$ cat src/inc/iic_pkg.sv
// Purpose: Shared constants, carriers and helpers for the input interrupt
//          control block.
// Assumes: One 20 MHz core clock; AXI4-Lite register access, 32-bit data.
// Notes:   Functional notes below; offsets are byte addresses.
//
// Functional notes
// Three enables pick the source; none set, or change plus channel, disables.
// Change-detect alone: any masked input level change raises a request.
// Input 0 enable without change-detect: rising edge of input 0 interrupts.
// Input 1 enable without change-detect: rising edge of input 1 interrupts.
// Writing one to change-detect clear drops the change request.
// Writing one to input 0 clear drops the input 0 rise request.
// Writing one to input 1 clear drops the input 1 rise request.
// Writing zero to a clear bit leaves that request untouched.
// One flag per source reads one while its request is asserted.
// A change request captures input levels; clearing it erases capture.
// Inputs sampled at 8.25 MHz; pulses must exceed 122 ns.
// Per-channel change mask: one includes a channel, zero excludes it.
// The interrupt line is the OR of the asserted source flags; the code ORs only the flags enabled in irq_mask_reg.
package iic_pkg;

   // ==========================================================
   // Sizes
   localparam int IIC_ADDR_W = 8;
   localparam int IIC_DATA_W = 32;
   localparam int IIC_INPUTS = 16;

   // ==========================================================
   // Register byte offsets
   localparam logic [7:0] IIC_OFF_CTRL = 8'h00;
   localparam logic [7:0] IIC_OFF_CLEAR = 8'h04;
   localparam logic [7:0] IIC_OFF_FLAGS = 8'h08;
   localparam logic [7:0] IIC_OFF_CHG_MASK = 8'h0C;
   localparam logic [7:0] IIC_OFF_CAPTURE = 8'h10;
   localparam logic [7:0] IIC_OFF_LEVEL = 8'h14;
   localparam logic [7:0] IIC_OFF_IRQ_MASK = 8'h18;
   localparam logic [7:0] IIC_OFF_IRQ_EVENT = 8'h1C;

   // ==========================================================
   // Reset values and responses
   localparam logic [2:0] IIC_CTRL_RESET = 3'h0;
   localparam logic [2:0] IIC_IRQ_MASK_RESET = 3'h7;
   localparam logic [1:0] IIC_RESP_OKAY = 2'h0;
   localparam logic [1:0] IIC_RESP_SLVERR = 2'h2;

   // ==========================================================
   // Timing
   localparam int IIC_CLK_KHZ = 20000;
   localparam int IIC_SAMPLE_KHZ = 8250;
   localparam int IIC_CLK_PERIOD_NS = 50;
   localparam int IIC_MIN_PULSE_NS = 122;
   localparam int IIC_MIN_PULSE_CYC =
      (IIC_MIN_PULSE_NS + IIC_CLK_PERIOD_NS - 1) / IIC_CLK_PERIOD_NS;
   localparam int IIC_PHASE_W = 17;

   // ==========================================================
   // Carriers
   typedef struct packed {
      logic input1;
      logic input0;
      logic change;
   } iic_src_type;

   typedef struct packed {
      logic [IIC_ADDR_W-1:0] addr;
      logic [IIC_DATA_W-1:0] data;
      logic [3:0] strb;
   } iic_wr_type;

   // ==========================================================
   // Helpers
   function automatic logic [IIC_DATA_W-1:0] iic_apply_strb(
      input logic [IIC_DATA_W-1:0] old_val,
      input logic [IIC_DATA_W-1:0] new_val,
      input logic [3:0] strb);
      logic [IIC_DATA_W-1:0] res;
      res = old_val;
      for (int i = 0; i < 4; i++) begin
         if (strb[i]) begin
            res[i*8 +: 8] = new_val[i*8 +: 8];
         end
      end
      return res;
   endfunction : iic_apply_strb

   // Combined change and channel enables are illegal and act as disabled
   function automatic iic_src_type iic_decode_mode(input iic_src_type en);
      iic_src_type res;
      res = en;
      if (en.change && (en.input0 || en.input1)) begin
         res = '0;
      end
      return res;
   endfunction : iic_decode_mode

   function automatic logic iic_hit(input logic [IIC_ADDR_W-1:0] addr,
                                    input logic [7:0] off);
      return addr[IIC_ADDR_W-1:2] == off[7:2];
   endfunction : iic_hit

endpackage : iic_pkg

$ cat src/iic_sync.sv
// Purpose: Two-stage synchroniser for the asynchronous input lines.
// Assumes: Inputs come from pins outside the core clock domain.
// Notes:   The first stage is read only by the second stage.
`timescale 1ns/1ns
module iic_sync import iic_pkg::*; #(
   parameter int WIDTH = IIC_INPUTS
) (
   // Clock, reset, enable
   input wire logic clk,
   input wire logic rst,
   input wire logic ce,
   // Data
   input wire logic [WIDTH-1:0] async_in,
   output logic [WIDTH-1:0] sync_out
);

   logic [WIDTH-1:0] meta_reg;
   logic [WIDTH-1:0] sync_reg;

   always_ff @(posedge clk or posedge rst) begin
      if (rst) begin
         meta_reg <= '0;
         sync_reg <= '0;
      end else if (ce) begin
         meta_reg <= async_in;
         sync_reg <= meta_reg;
      end
   end

   assign sync_out = sync_reg;

endmodule : iic_sync

$ cat src/iic_axil.sv
// Purpose: AXI4-Lite slave front end turning bus traffic into strobes.
// Assumes: One write and one read outstanding at most.
// Notes:   Address and data of a write are taken in either order.
`timescale 1ns/1ns
module iic_axil import iic_pkg::*; (
   // Clock, reset, enable
   input wire logic clk,
   input wire logic rst,
   input wire logic ce,
   // Write address and data
   input wire logic [IIC_ADDR_W-1:0] awaddr,
   input wire logic awvalid,
   output logic awready,
   input wire logic [IIC_DATA_W-1:0] wdata,
   input wire logic [3:0] wstrb,
   input wire logic wvalid,
   output logic wready,
   // Write response
   output logic [1:0] bresp,
   output logic bvalid,
   input wire logic bready,
   // Read address and data
   input wire logic [IIC_ADDR_W-1:0] araddr,
   input wire logic arvalid,
   output logic arready,
   output logic [IIC_DATA_W-1:0] rdata,
   output logic [1:0] rresp,
   output logic rvalid,
   input wire logic rready,
   // Register side
   output iic_wr_type wr,
   output logic wr_pulse,
   input wire logic wr_err,
   output logic [IIC_ADDR_W-1:0] rd_addr,
   output logic rd_pulse,
   input wire logic [IIC_DATA_W-1:0] rd_data,
   input wire logic rd_err
);

   logic aw_full_reg;
   logic w_full_reg;
   logic bvalid_reg;
   logic rvalid_reg;
   logic [1:0] bresp_reg;
   logic [1:0] rresp_reg;
   logic [IIC_DATA_W-1:0] rdata_reg;
   iic_wr_type wr_reg;

   // ==========================================================
   // Handshakes; nothing is accepted while the clock enable is low
   assign awready = ce && !aw_full_reg && !bvalid_reg;
   assign wready = ce && !w_full_reg && !bvalid_reg;
   assign wr_pulse = ce && aw_full_reg && w_full_reg && !bvalid_reg;
   assign arready = ce && !rvalid_reg;
   assign rd_pulse = arvalid && arready;
   assign rd_addr = araddr;
   assign wr = wr_reg;

   always_ff @(posedge clk or posedge rst) begin
      if (rst) begin
         aw_full_reg <= 1'b0;
         wr_reg.addr <= '0;
      end else if (ce) begin
         if (awvalid && awready) begin
            aw_full_reg <= 1'b1;
            wr_reg.addr <= awaddr;
         end else if (wr_pulse) begin
            aw_full_reg <= 1'b0;
         end
      end
   end

   always_ff @(posedge clk or posedge rst) begin
      if (rst) begin
         w_full_reg <= 1'b0;
         wr_reg.data <= '0;
         wr_reg.strb <= '0;
      end else if (ce) begin
         if (wvalid && wready) begin
            w_full_reg <= 1'b1;
            wr_reg.data <= wdata;
            wr_reg.strb <= wstrb;
         end else if (wr_pulse) begin
            w_full_reg <= 1'b0;
         end
      end
   end

   always_ff @(posedge clk or posedge rst) begin
      if (rst) begin
         bvalid_reg <= 1'b0;
         bresp_reg <= IIC_RESP_OKAY;
      end else if (ce) begin
         if (wr_pulse) begin
            bvalid_reg <= 1'b1;
            bresp_reg <= wr_err ? IIC_RESP_SLVERR : IIC_RESP_OKAY;
         end else if (bvalid_reg && bready) begin
            bvalid_reg <= 1'b0;
         end
      end
   end

   always_ff @(posedge clk or posedge rst) begin
      if (rst) begin
         rvalid_reg <= 1'b0;
         rresp_reg <= IIC_RESP_OKAY;
         rdata_reg <= '0;
      end else if (ce) begin
         if (rd_pulse) begin
            rvalid_reg <= 1'b1;
            rresp_reg <= rd_err ? IIC_RESP_SLVERR : IIC_RESP_OKAY;
            rdata_reg <= rd_data;
         end else if (rvalid_reg && rready) begin
            rvalid_reg <= 1'b0;
         end
      end
   end

   assign bvalid = bvalid_reg;
   assign bresp = bresp_reg;
   assign rvalid = rvalid_reg;
   assign rresp = rresp_reg;
   assign rdata = rdata_reg;

endmodule : iic_axil

$ cat src/iic_top.sv
// Purpose: Interrupt source selection, clearing and status for an
//          isolated digital input bank, reached over AXI4-Lite.
// Assumes: Input lines are asynchronous pins; one 20 MHz core clock.
// Notes:   Rising edges act at core rate; change detection at the
//          8.25 MHz sample rate made by a phase accumulator.
//
// Register access over AXI4-Lite and the placing of the registers are this design's own decisions.
`timescale 1ns/1ns
module iic_top import iic_pkg::*; #(
   parameter int INPUTS = IIC_INPUTS
) (
   // Clock, reset, enable
   input wire logic CORE_CLK,
   input wire logic RESET,
   input wire logic CLK_EN,
   // Input pins
   input wire logic [INPUTS-1:0] INPUT_LINE,
   // AXI4-Lite write channels
   input wire logic [IIC_ADDR_W-1:0] S_AXI_AWADDR,
   input wire logic S_AXI_AWVALID,
   output logic S_AXI_AWREADY,
   input wire logic [IIC_DATA_W-1:0] S_AXI_WDATA,
   input wire logic [3:0] S_AXI_WSTRB,
   input wire logic S_AXI_WVALID,
   output logic S_AXI_WREADY,
   output logic [1:0] S_AXI_BRESP,
   output logic S_AXI_BVALID,
   input wire logic S_AXI_BREADY,
   // AXI4-Lite read channels
   input wire logic [IIC_ADDR_W-1:0] S_AXI_ARADDR,
   input wire logic S_AXI_ARVALID,
   output logic S_AXI_ARREADY,
   output logic [IIC_DATA_W-1:0] S_AXI_RDATA,
   output logic [1:0] S_AXI_RRESP,
   output logic S_AXI_RVALID,
   input wire logic S_AXI_RREADY,
   // Interrupt
   output logic IRQ
);

   // ==========================================================
   // Declarations
   logic [INPUTS-1:0] level;
   logic [INPUTS-1:0] level_prev_reg;
   logic [INPUTS-1:0] sample_reg;
   logic [INPUTS-1:0] sample_prev_reg;
   logic [INPUTS-1:0] change_channel_mask_reg;
   logic [INPUTS-1:0] change_capture_value_reg;
   logic [INPUTS-1:0] change_capture_value_next;
   logic [IIC_PHASE_W-1:0] phase_reg;
   logic [IIC_PHASE_W-1:0] phase_sum;
   logic sample_tick;
   logic sample_valid_reg;
   iic_src_type irq_enable_reg;
   iic_src_type active_mode;
   iic_src_type flag_reg;
   iic_src_type flag_next;
   iic_src_type flag_set;
   iic_src_type clear_req;
   iic_src_type irq_mask_reg;
   iic_src_type event_reg;
   iic_src_type event_next;
   logic irq_reg;
   iic_wr_type wr;
   logic wr_pulse;
   logic wr_err;
   logic [IIC_ADDR_W-1:0] rd_addr;
   logic rd_pulse;
   logic [IIC_DATA_W-1:0] rd_data;
   logic rd_err;
   logic [IIC_DATA_W-1:0] wr_merged_ctrl;
   logic [IIC_DATA_W-1:0] wr_merged_mask;
   logic [IIC_DATA_W-1:0] wr_merged_imask;
   logic [IIC_DATA_W-1:0] wr_clear_bits;

   // ==========================================================
   // Bus front end
   iic_axil u_axil (
      .clk(CORE_CLK),
      .rst(RESET),
      .ce(CLK_EN),
      .awaddr(S_AXI_AWADDR),
      .awvalid(S_AXI_AWVALID),
      .awready(S_AXI_AWREADY),
      .wdata(S_AXI_WDATA),
      .wstrb(S_AXI_WSTRB),
      .wvalid(S_AXI_WVALID),
      .wready(S_AXI_WREADY),
      .bresp(S_AXI_BRESP),
      .bvalid(S_AXI_BVALID),
      .bready(S_AXI_BREADY),
      .araddr(S_AXI_ARADDR),
      .arvalid(S_AXI_ARVALID),
      .arready(S_AXI_ARREADY),
      .rdata(S_AXI_RDATA),
      .rresp(S_AXI_RRESP),
      .rvalid(S_AXI_RVALID),
      .rready(S_AXI_RREADY),
      .wr(wr),
      .wr_pulse(wr_pulse),
      .wr_err(wr_err),
      .rd_addr(rd_addr),
      .rd_pulse(rd_pulse),
      .rd_data(rd_data),
      .rd_err(rd_err)
   );

   // ==========================================================
   // Input synchroniser
   iic_sync #(
      .WIDTH(INPUTS)
   ) u_sync (
      .clk(CORE_CLK),
      .rst(RESET),
      .ce(CLK_EN),
      .async_in(INPUT_LINE),
      .sync_out(level)
   );

   // ==========================================================
   // Sample rate generator
   // A phase accumulator gives 33 ticks every 80 clocks, an average of
   // 8.25 MHz; tick spacing jitters between two and three clocks.
   assign phase_sum = phase_reg + IIC_PHASE_W'(IIC_SAMPLE_KHZ);
   assign sample_tick = phase_sum >= IIC_PHASE_W'(IIC_CLK_KHZ);

   always_ff @(posedge CORE_CLK or posedge RESET) begin
      if (RESET) begin
         phase_reg <= '0;
      end else if (CLK_EN) begin
         if (sample_tick) begin
            phase_reg <= phase_sum - IIC_PHASE_W'(IIC_CLK_KHZ);
         end else begin
            phase_reg <= phase_sum;
         end
      end
   end

   // Sampled levels; the first sample after reset is judged against the zero reset history
   always_ff @(posedge CORE_CLK or posedge RESET) begin
      if (RESET) begin
         sample_reg <= '0;
         sample_prev_reg <= '0;
         sample_valid_reg <= 1'b0;
      end else if (CLK_EN && sample_tick) begin
         sample_reg <= level;
         sample_prev_reg <= sample_reg;
         sample_valid_reg <= 1'b1;
      end
   end

   // Edge history for the rising-edge sources
   always_ff @(posedge CORE_CLK or posedge RESET) begin
      if (RESET) begin
         level_prev_reg <= '0;
      end else if (CLK_EN) begin
         level_prev_reg <= level;
      end
   end

   // ==========================================================
   // Source decode and request generation
   assign active_mode = iic_decode_mode(irq_enable_reg);

   always_comb begin
      flag_set = '0;
      // Change is judged between consecutive samples, only on masked bits
      flag_set.change = active_mode.change && sample_valid_reg &&
         |((sample_reg ^ sample_prev_reg) &
           change_channel_mask_reg);
      flag_set.input0 = active_mode.input0 &&
         level[0] && !level_prev_reg[0];
      flag_set.input1 = active_mode.input1 &&
         level[1] && !level_prev_reg[1];
   end

   // Clear bits act only where software writes a one
   assign wr_clear_bits = iic_apply_strb('0, wr.data, wr.strb);
   assign clear_req = (wr_pulse && iic_hit(wr.addr, IIC_OFF_CLEAR)) ?
      iic_src_type'(wr_clear_bits[2:0]) : '0;

   // A new request in the clearing cycle survives the clear
   assign flag_next = flag_set | (flag_reg & ~clear_req);

   always_ff @(posedge CORE_CLK or posedge RESET) begin
      if (RESET) begin
         flag_reg <= '0;
      end else if (CLK_EN) begin
         flag_reg <= flag_next;
      end
   end

   // ==========================================================
   // Change capture
   // Only the first change of a pending request is captured, so software
   // sees the levels that actually raised the interrupt.
   always_comb begin
      change_capture_value_next = change_capture_value_reg;
      if (clear_req.change) begin
         change_capture_value_next = '0;
      end
      if (flag_set.change && (!flag_reg.change || clear_req.change)) begin
         change_capture_value_next = sample_reg;
      end
   end

   always_ff @(posedge CORE_CLK or posedge RESET) begin
      if (RESET) begin
         change_capture_value_reg <= '0;
      end else if (CLK_EN) begin
         change_capture_value_reg <= change_capture_value_next;
      end
   end

   // ==========================================================
   // Software registers
   assign wr_merged_ctrl = iic_apply_strb(
      IIC_DATA_W'(irq_enable_reg), wr.data, wr.strb);
   assign wr_merged_mask = iic_apply_strb(
      IIC_DATA_W'(change_channel_mask_reg), wr.data, wr.strb);
   assign wr_merged_imask = iic_apply_strb(
      IIC_DATA_W'(irq_mask_reg), wr.data, wr.strb);

   always_ff @(posedge CORE_CLK or posedge RESET) begin
      if (RESET) begin
         irq_enable_reg <= IIC_CTRL_RESET;
      end else if (CLK_EN && wr_pulse && iic_hit(wr.addr, IIC_OFF_CTRL)) begin
         irq_enable_reg <= iic_src_type'(wr_merged_ctrl[2:0]);
      end
   end

   always_ff @(posedge CORE_CLK or posedge RESET) begin
      if (RESET) begin
         change_channel_mask_reg <= '0;
      end else if (CLK_EN && wr_pulse &&
                   iic_hit(wr.addr, IIC_OFF_CHG_MASK)) begin
         change_channel_mask_reg <= wr_merged_mask[INPUTS-1:0];
      end
   end

   always_ff @(posedge CORE_CLK or posedge RESET) begin
      if (RESET) begin
         irq_mask_reg <= IIC_IRQ_MASK_RESET;
      end else if (CLK_EN && wr_pulse &&
                   iic_hit(wr.addr, IIC_OFF_IRQ_MASK)) begin
         irq_mask_reg <= iic_src_type'(wr_merged_imask[2:0]);
      end
   end

   // Sticky event log; a read clears it, but a new event still wins
   always_comb begin
      event_next = event_reg;
      if (rd_pulse && iic_hit(rd_addr, IIC_OFF_IRQ_EVENT)) begin
         event_next = '0;
      end
      event_next = event_next | flag_set;
   end

   always_ff @(posedge CORE_CLK or posedge RESET) begin
      if (RESET) begin
         event_reg <= '0;
      end else if (CLK_EN) begin
         event_reg <= event_next;
      end
   end

   // ==========================================================
   // Interrupt output
   // Registered so the pin is glitch free; it trails the flags by a cycle.
   always_ff @(posedge CORE_CLK or posedge RESET) begin
      if (RESET) begin
         irq_reg <= 1'b0;
      end else if (CLK_EN) begin
         irq_reg <= |(flag_reg & irq_mask_reg);
      end
   end

   assign IRQ = irq_reg;

   // ==========================================================
   // Read mux and address errors
   always_comb begin
      rd_data = '0;
      rd_err = 1'b0;
      case (rd_addr[IIC_ADDR_W-1:2])
         IIC_OFF_CTRL[7:2]: begin
            rd_data = IIC_DATA_W'(irq_enable_reg);
         end
         IIC_OFF_CLEAR[7:2]: begin
            rd_data = '0;
         end
         IIC_OFF_FLAGS[7:2]: begin
            rd_data = IIC_DATA_W'(flag_reg);
         end
         IIC_OFF_CHG_MASK[7:2]: begin
            rd_data = IIC_DATA_W'(change_channel_mask_reg);
         end
         IIC_OFF_CAPTURE[7:2]: begin
            rd_data = IIC_DATA_W'(change_capture_value_reg);
         end
         IIC_OFF_LEVEL[7:2]: begin
            rd_data = IIC_DATA_W'(level);
         end
         IIC_OFF_IRQ_MASK[7:2]: begin
            rd_data = IIC_DATA_W'(irq_mask_reg);
         end
         IIC_OFF_IRQ_EVENT[7:2]: begin
            rd_data = IIC_DATA_W'(event_reg);
         end
         default: begin
            rd_err = 1'b1;
         end
      endcase
   end

   // Writes to read-only or unmapped words answer with an error
   always_comb begin
      wr_err = 1'b1;
      if (iic_hit(wr.addr, IIC_OFF_CTRL) ||
          iic_hit(wr.addr, IIC_OFF_CLEAR) ||
          iic_hit(wr.addr, IIC_OFF_CHG_MASK) ||
          iic_hit(wr.addr, IIC_OFF_IRQ_MASK)) begin
         wr_err = 1'b0;
      end
   end

endmodule : iic_top

$ cat config.mk
export PLATFORM = sky130hd
export DESIGN_NAME = iic_top
export DESIGN_NICKNAME = d
export VERILOG_FILES = /design/src/inc/iic_pkg.sv /design/src/iic_sync.sv /design/src/iic_axil.sv /design/src/iic_top.sv
export SDC_FILE = /design/constraint.sdc
export NUM_CORES = 1
export LEC_CHECK = 0
export ABC_AREA = 0
export BUFFER_PORTS_ARGS = -buffer_cell sky130_fd_sc_hd__buf_4
export CORE_ASPECT_RATIO = 2
export CORE_MARGIN = 2
export CORE_UTILIZATION = 44
export CTS_CLUSTER_SIZE = 24
export DETAILED_ROUTE_END_ITERATION = 8
export HOLD_SLACK_MARGIN = 0.05
export PLACE_DENSITY = 0.71
export SYNTH_ARGS = -nofsm -noshare
export SYNTH_HDL_FRONTEND = slang
export SYNTH_SLANG_ARGS = --single-unit
$ cat constraint.sdc
create_clock -name CORE_CLK -period 9.9 [get_ports CORE_CLK]
set_input_delay 0.495 -clock CORE_CLK [delete_from_list [all_inputs] [get_ports CORE_CLK]]
set_output_delay 0.495 -clock CORE_CLK [all_outputs]
set_load 0.02 [all_outputs]
# After elaboration in Yosys (flattened, before gate mapping)
# Index checks and enable logic that the tools add are counted.
[word_totals]
register_bits = 195
inputBits = 76
out_inout_bits = 42
word_cells = 133
[classes]
add_sub_neg = 2
magnitude_cmp = 1
eq_ne = 10
mux = 17
n_bitwise = 7
n_reduce_logical = 63
[ops]
columns = ["cell", "count"]
rows = [
  ["16-bit one-hot mux with 7 select lines", 1],
  ["16-bit 2-to-1 mux", 2],
  ["6-bit by 3-bit equality test with 1-bit output, second input constant", 5],
  ["1-bit logical AND", 28],
  ["2-bit AND reduction", 13],
  ["6-bit by 2-bit equality test with 1-bit output, second input constant", 3],
  ["17-bit by 14-bit adder with 17-bit output, second input constant", 1],
  ["17-bit by 15-bit >= comparator with 1-bit output, second input constant", 1],
  ["17-bit 2-to-1 mux", 1],
  ["17-bit by 15-bit subtractor with 17-bit output, second input constant", 1],
  ["16-bit bitwise AND", 1],
  ["16-bit OR reduction", 1],
  ["16-bit bitwise XOR", 1],
  ["6-bit by 1-bit equality test with 1-bit output, second input constant", 2],
  ["6-bit logical NOT", 2],
  ["3-bit 2-to-1 mux", 4],
  ["2-bit nonzero test", 5],
  ["8-bit OR reduction", 1],
  ["1-bit logical NOT", 7],
  ["1-bit 2-to-1 mux", 7],
  ["3-bit bitwise AND", 2],
  ["3-bit bitwise OR", 2],
  ["1-bit logical OR", 5],
  ["2-bit 2-to-1 mux", 2],
  ["other kinds (2)", 2],
]

# Logic depth before layout (Yosys ltp)
[depth]
word_depth = 9
depth_mapped = 14
ltp_nobuf = 12

# Cells and area by module
# From an unflattened synthesis, not the netlist that was laid out.
[unflattened]
cells_unflattened = 770
hier_area_um2 = 9869.5
[by_module_without_submodules]
columns = ["module", "instances", "cells_each", "area_per_inst_um2", "seq_area_each_um2"]
rows = [
  ["iic_top", 1, 503, 5176.2, 2406.1],
  ["iic_axil", 1, 198, 3344.5, 2052.0],
  ["iic_sync", 1, 69, 1348.8, 800.8],
]

# Worst setup path before layout
# No wires, ideal clock.
[synth_timing]
kind = "register to register"
startpoint = "register phase_reg[1]"
endpoint = "register sample_prev_reg[10]"
setup_ps = 125
arrival_ps = 3159
required_ps = 9775
path_slack_ps = 6616
path_stages_with_launch = 13
path_buffers = 2
period_less_slack_ps = 3284
path_cell_list = "dfrtp_1 > ha_1 > nor3_1 > xnor2_1 > ha_1 > nand4_1 > nor3_1 > or3_1 > a211o_1 > buf_6 > a21oi_4 > buf_6 > mux2_2"
[synth_via]
elab_chain_len = 3
[synth_lines]
columns = ["item", "line_no", "source"]
rows = [
  ["start, declared", "iic_top.sv:50", "logic [IIC_PHASE_W-1:0] phase_reg;"],
  ["start signal, assigned", "iic_top.sv:132", "phase_reg <= phase_sum - IIC_PHASE_W'(IIC_CLK_KHZ);"],
  ["start signal, assigned", "iic_top.sv:134", "phase_reg <= phase_sum;"],
  ["17-bit by 14-bit adder with 17-bit output", "iic_top.sv:124", "assign phase_sum = phase_reg + IIC_PHASE_W'(IIC_SAMPLE_KHZ);"],
  ["17-bit by 15-bit >= comparator with 1-bit output", "iic_top.sv:125", "assign sample_tick = phase_sum >= IIC_PHASE_W'(IIC_CLK_KHZ);"],
  ["1-bit logical AND", "iic_top.sv:145", "end else if (CLK_EN && sample_tick) begin"],
  ["end signal, assigned", "iic_top.sv:147", "sample_prev_reg <= sample_reg;"],
  ["end, declared", "iic_top.sv:46", "logic [INPUTS-1:0] sample_prev_reg;"],
]
# Every way passes these cells.
# A chain may end at the register's enable or synchronous reset.

# Worst setup path in the final report
[layout_timing]
startpoint = "register phase_reg[1]"
endpoint = "register sample_prev_reg[0]"
# Same word-level chain as after synthesis.

==> impl_metrics.py <==
metrics = {
    "run_status": {
        "outcome": "completed",
    },
    "cts": {
        "cts.repair.resized": 0,
        "tritoncts": "done",
        "clockBufferDepth": 2,
        "cts_hold_buf": 0,
        "clk_pin_slew_worst_paths_ns": 0.06,
        "cts_root_buf": "clkbuf_16",
        "clock_sinks": 174,
        "insertion_delay_ns": 0.43,
        "cts-buffers-inserted": 17,
        "htree_levels": 4,
        "postCtsSetupBuffers": 0,
    },
    "hold_path": {
        "hold_path_class": "input port to asynchronous set/reset pin",
    },
    "power_and_ir_drop": {
        "power_density_mw_per_mm2": 274,
        "leakage_nw": 4.15,
        "peakVddDrop_v": 0.000133,
    },
    "die": {
        "dieArea_mm2": 0.0196,
        "die_x_um": 99.9,
        "io_pins": 118,
        "fp-row-count": 70,
        "core-area_mm2": 0.0181,
        "start_util": 0.446,
        "die_h_um": 196,
    },
    "yosys": {
        "synth_top_area_cell": "dfrtp_1",
        "syn_inst": 667,
        "ys_ff_latch": 174,
        "async_flop_share": 1.00,
        "synth_ff_type": "dfrtp_1",
        "synth_top_area_share": 0.529,
        "yosys-top-cells-area": "dfrtp_1, mux2_2, nand2_1",
        "synth_edf_count": 0,
        "ys_seq_area_frac": 0.539,
        "syn-cell-area_mm2": 0.00809,
        "yosysWarnings": 0,
        "yosysUniqueCellTypes": 61,
        "avgSynthCellArea_um2": 12.1,
    },
    "timing": {
        "fin_crit_sh": 0.431,
        "relSlewSlack": 0.195,
        "finClkSkew_ns": 0.0127,
        "tightest_slew_ns": 1.20,
        "holdWs_ns": 0.226,
        "rsz0062_at_grt": "false",
        "tns_ns": 0,
        "setup_violations": 0,
        "max_freq_mhz": 234,
        "min_period_ns": 4.27,
        "setup_ws_ns": 5.63,
        "report.final.slew_viol_count": 0,
        "hold_violations": 0,
    },
    "grt": {
        "grt_pass1_vias": 5747,
        "antenna_found_initial": 0,
        "grt_max_degree": 98,
        "grt_pass1_wl_mm": 30.8,
        "grt.total_usage": 0.203,
        "grt.overflow.total": 0,
    },
    "setup_path": {
        "critPathRequiredTime_ns": 10.20,
        "cp_max_fo": 37,
        "arrival_ns": 4.57,
        "startpoint_type": "flip-flop",
        "critPathKind": "flip-flop to flip-flop",
        "worst_setup_path_end_kind": "flip-flop",
    },
    "final_layout": {
        "diodes": 0,
        "area_growth_pct": 15.4,
        "post-route-util": 0.515,
        "nNetsFinal": 810,
        "largest_reg_flops": 24,
        "drive_gt1_frac": 0.333,
    },
    "placed_design": {
        "dp_slack_ns": 5.70,
        "port_buffers": 77,
        "dp_hpwl_mm": 13.3,
        "gp_congestion": 0.856,
    },
    "detailed_routing": {
        "drtPass1Iterations": 5,
        "drt_iter0_markers": 388,
        "finalWirelength_mm": 19.0,
        "drt.antenna.violating_nets": 0,
        "routedWlPerCell_um": 19.9,
        "drt-vias-per-instance": 5.66,
        "drc": 0,
        "vias": 5421,
    },
    "run": {
        "max-cap-violations": 0,
    },
}
critical path, cell delays in order, from the launching register on:
cell	delay [ns]
dfrtp_1	0.50
ha_1	0.32
nor3_1	0.30
xnor2_1	0.20
ha_1	0.25
nand4_1	0.10
nor3_1	0.05
or3_1	0.47
a211o_1	0.50
a21oi_4	0.99
mux2_2	0.44
per-layer routing:
metal	global-route usage	wire, um
met4	0.0893	669
met2	0.377	10900
met3	0.0328	564
met1	0.224	6910
met5	0	0
cell type report:
class	instances	area, um2
Sequential cell	174	4360
Clock buffer	22	494
Fill cell	1548	8790
Tap cell	216	270
Multi-Input combinational cell	448	3460
Timing Repair Buffer	82	616
Inverter	7	31.3
Clock inverter	9	108
synthesized netlist by cell type, types with 12 or more instances:
| master | number |
|---|---|
| o21ai_0 | 27 |
| xnor2_1 | 16 |
| nand3_1 | 12 |
| a222oi_1 | 14 |
| mux2_2 | 115 |
| clkbuf_1 | 20 |
| a21oi_1 | 13 |
| buf_4 | 18 |
| nor2_1 | 19 |
| a22o_1 | 18 |
| nand2_1 | 57 |
| xor2_1 | 20 |
| dfrtp_1 | 171 |
cells in the final DEF, fill, tap and decap left out, drive strengths merged, types with 5 or more instances in the layout:
master,instances
nand3,12
buf,82
a31oi,5
clkbuf,22
conb,18
nor2b,8
a211oi,5
o21ai,28
nand2b,9
a22o,18
a22oi,10
and3,5
dfrtp,171
inv,8
nand2,57
mux2i,5
nor2,19
xnor2,16
mux2,115
nor3,9
a222oi,14
clkinv,5
nand4,5
a21oi,16
xor2,20
worst paths after layout:
check / startpoint / depth (start not counted) / slack, ns / to
worst max-delay path: phase_reg[1] / 10 / 5.63 / sample_prev_reg[0]
worst min-delay path: RESET / 2 / 0.23 / phase_reg[12]
worst max register to register: phase_reg[1] / 10 / 5.63 / sample_prev_reg[0]
worst min register to register: event_reg[1] / 2 / 0.48 / event_reg[1]
max in group asynchronous: RESET / 3 / 8.13 / u_axil.wr[15]
min in group CORE_CLK: INPUT_LINE[1] / 2 / 0.31 / u_sync.meta_reg[1]
where the power goes:
part	switching [mW]	internal (mW)
Clock	0.274	0.404
Sequential	0.243	0.923
Combinational	0.333	0.378
Total	0.850	1.71
kinds of logic after synthesis:
group,Yosys count,synth area share
other cells,1,0.000463
flops,174,0.539
fa+ha+maj,4,0.00619
mux,121,0.169
compound gates,119,0.109
simple gates,150,0.0951
buf+inv,62,0.0422
xor+xnor,36,0.0390
per-stage QoR:
stage               total power, mW  area, um2  cells
floorplan                      1.69       8160    684
global placement               1.84       8740    927
detailed placement             1.88       8740    927
CTS                            2.57       9340    958
global route                   2.70       9340    958
finish                         2.56       9340    958
Power figures use the tool's default switching activity.
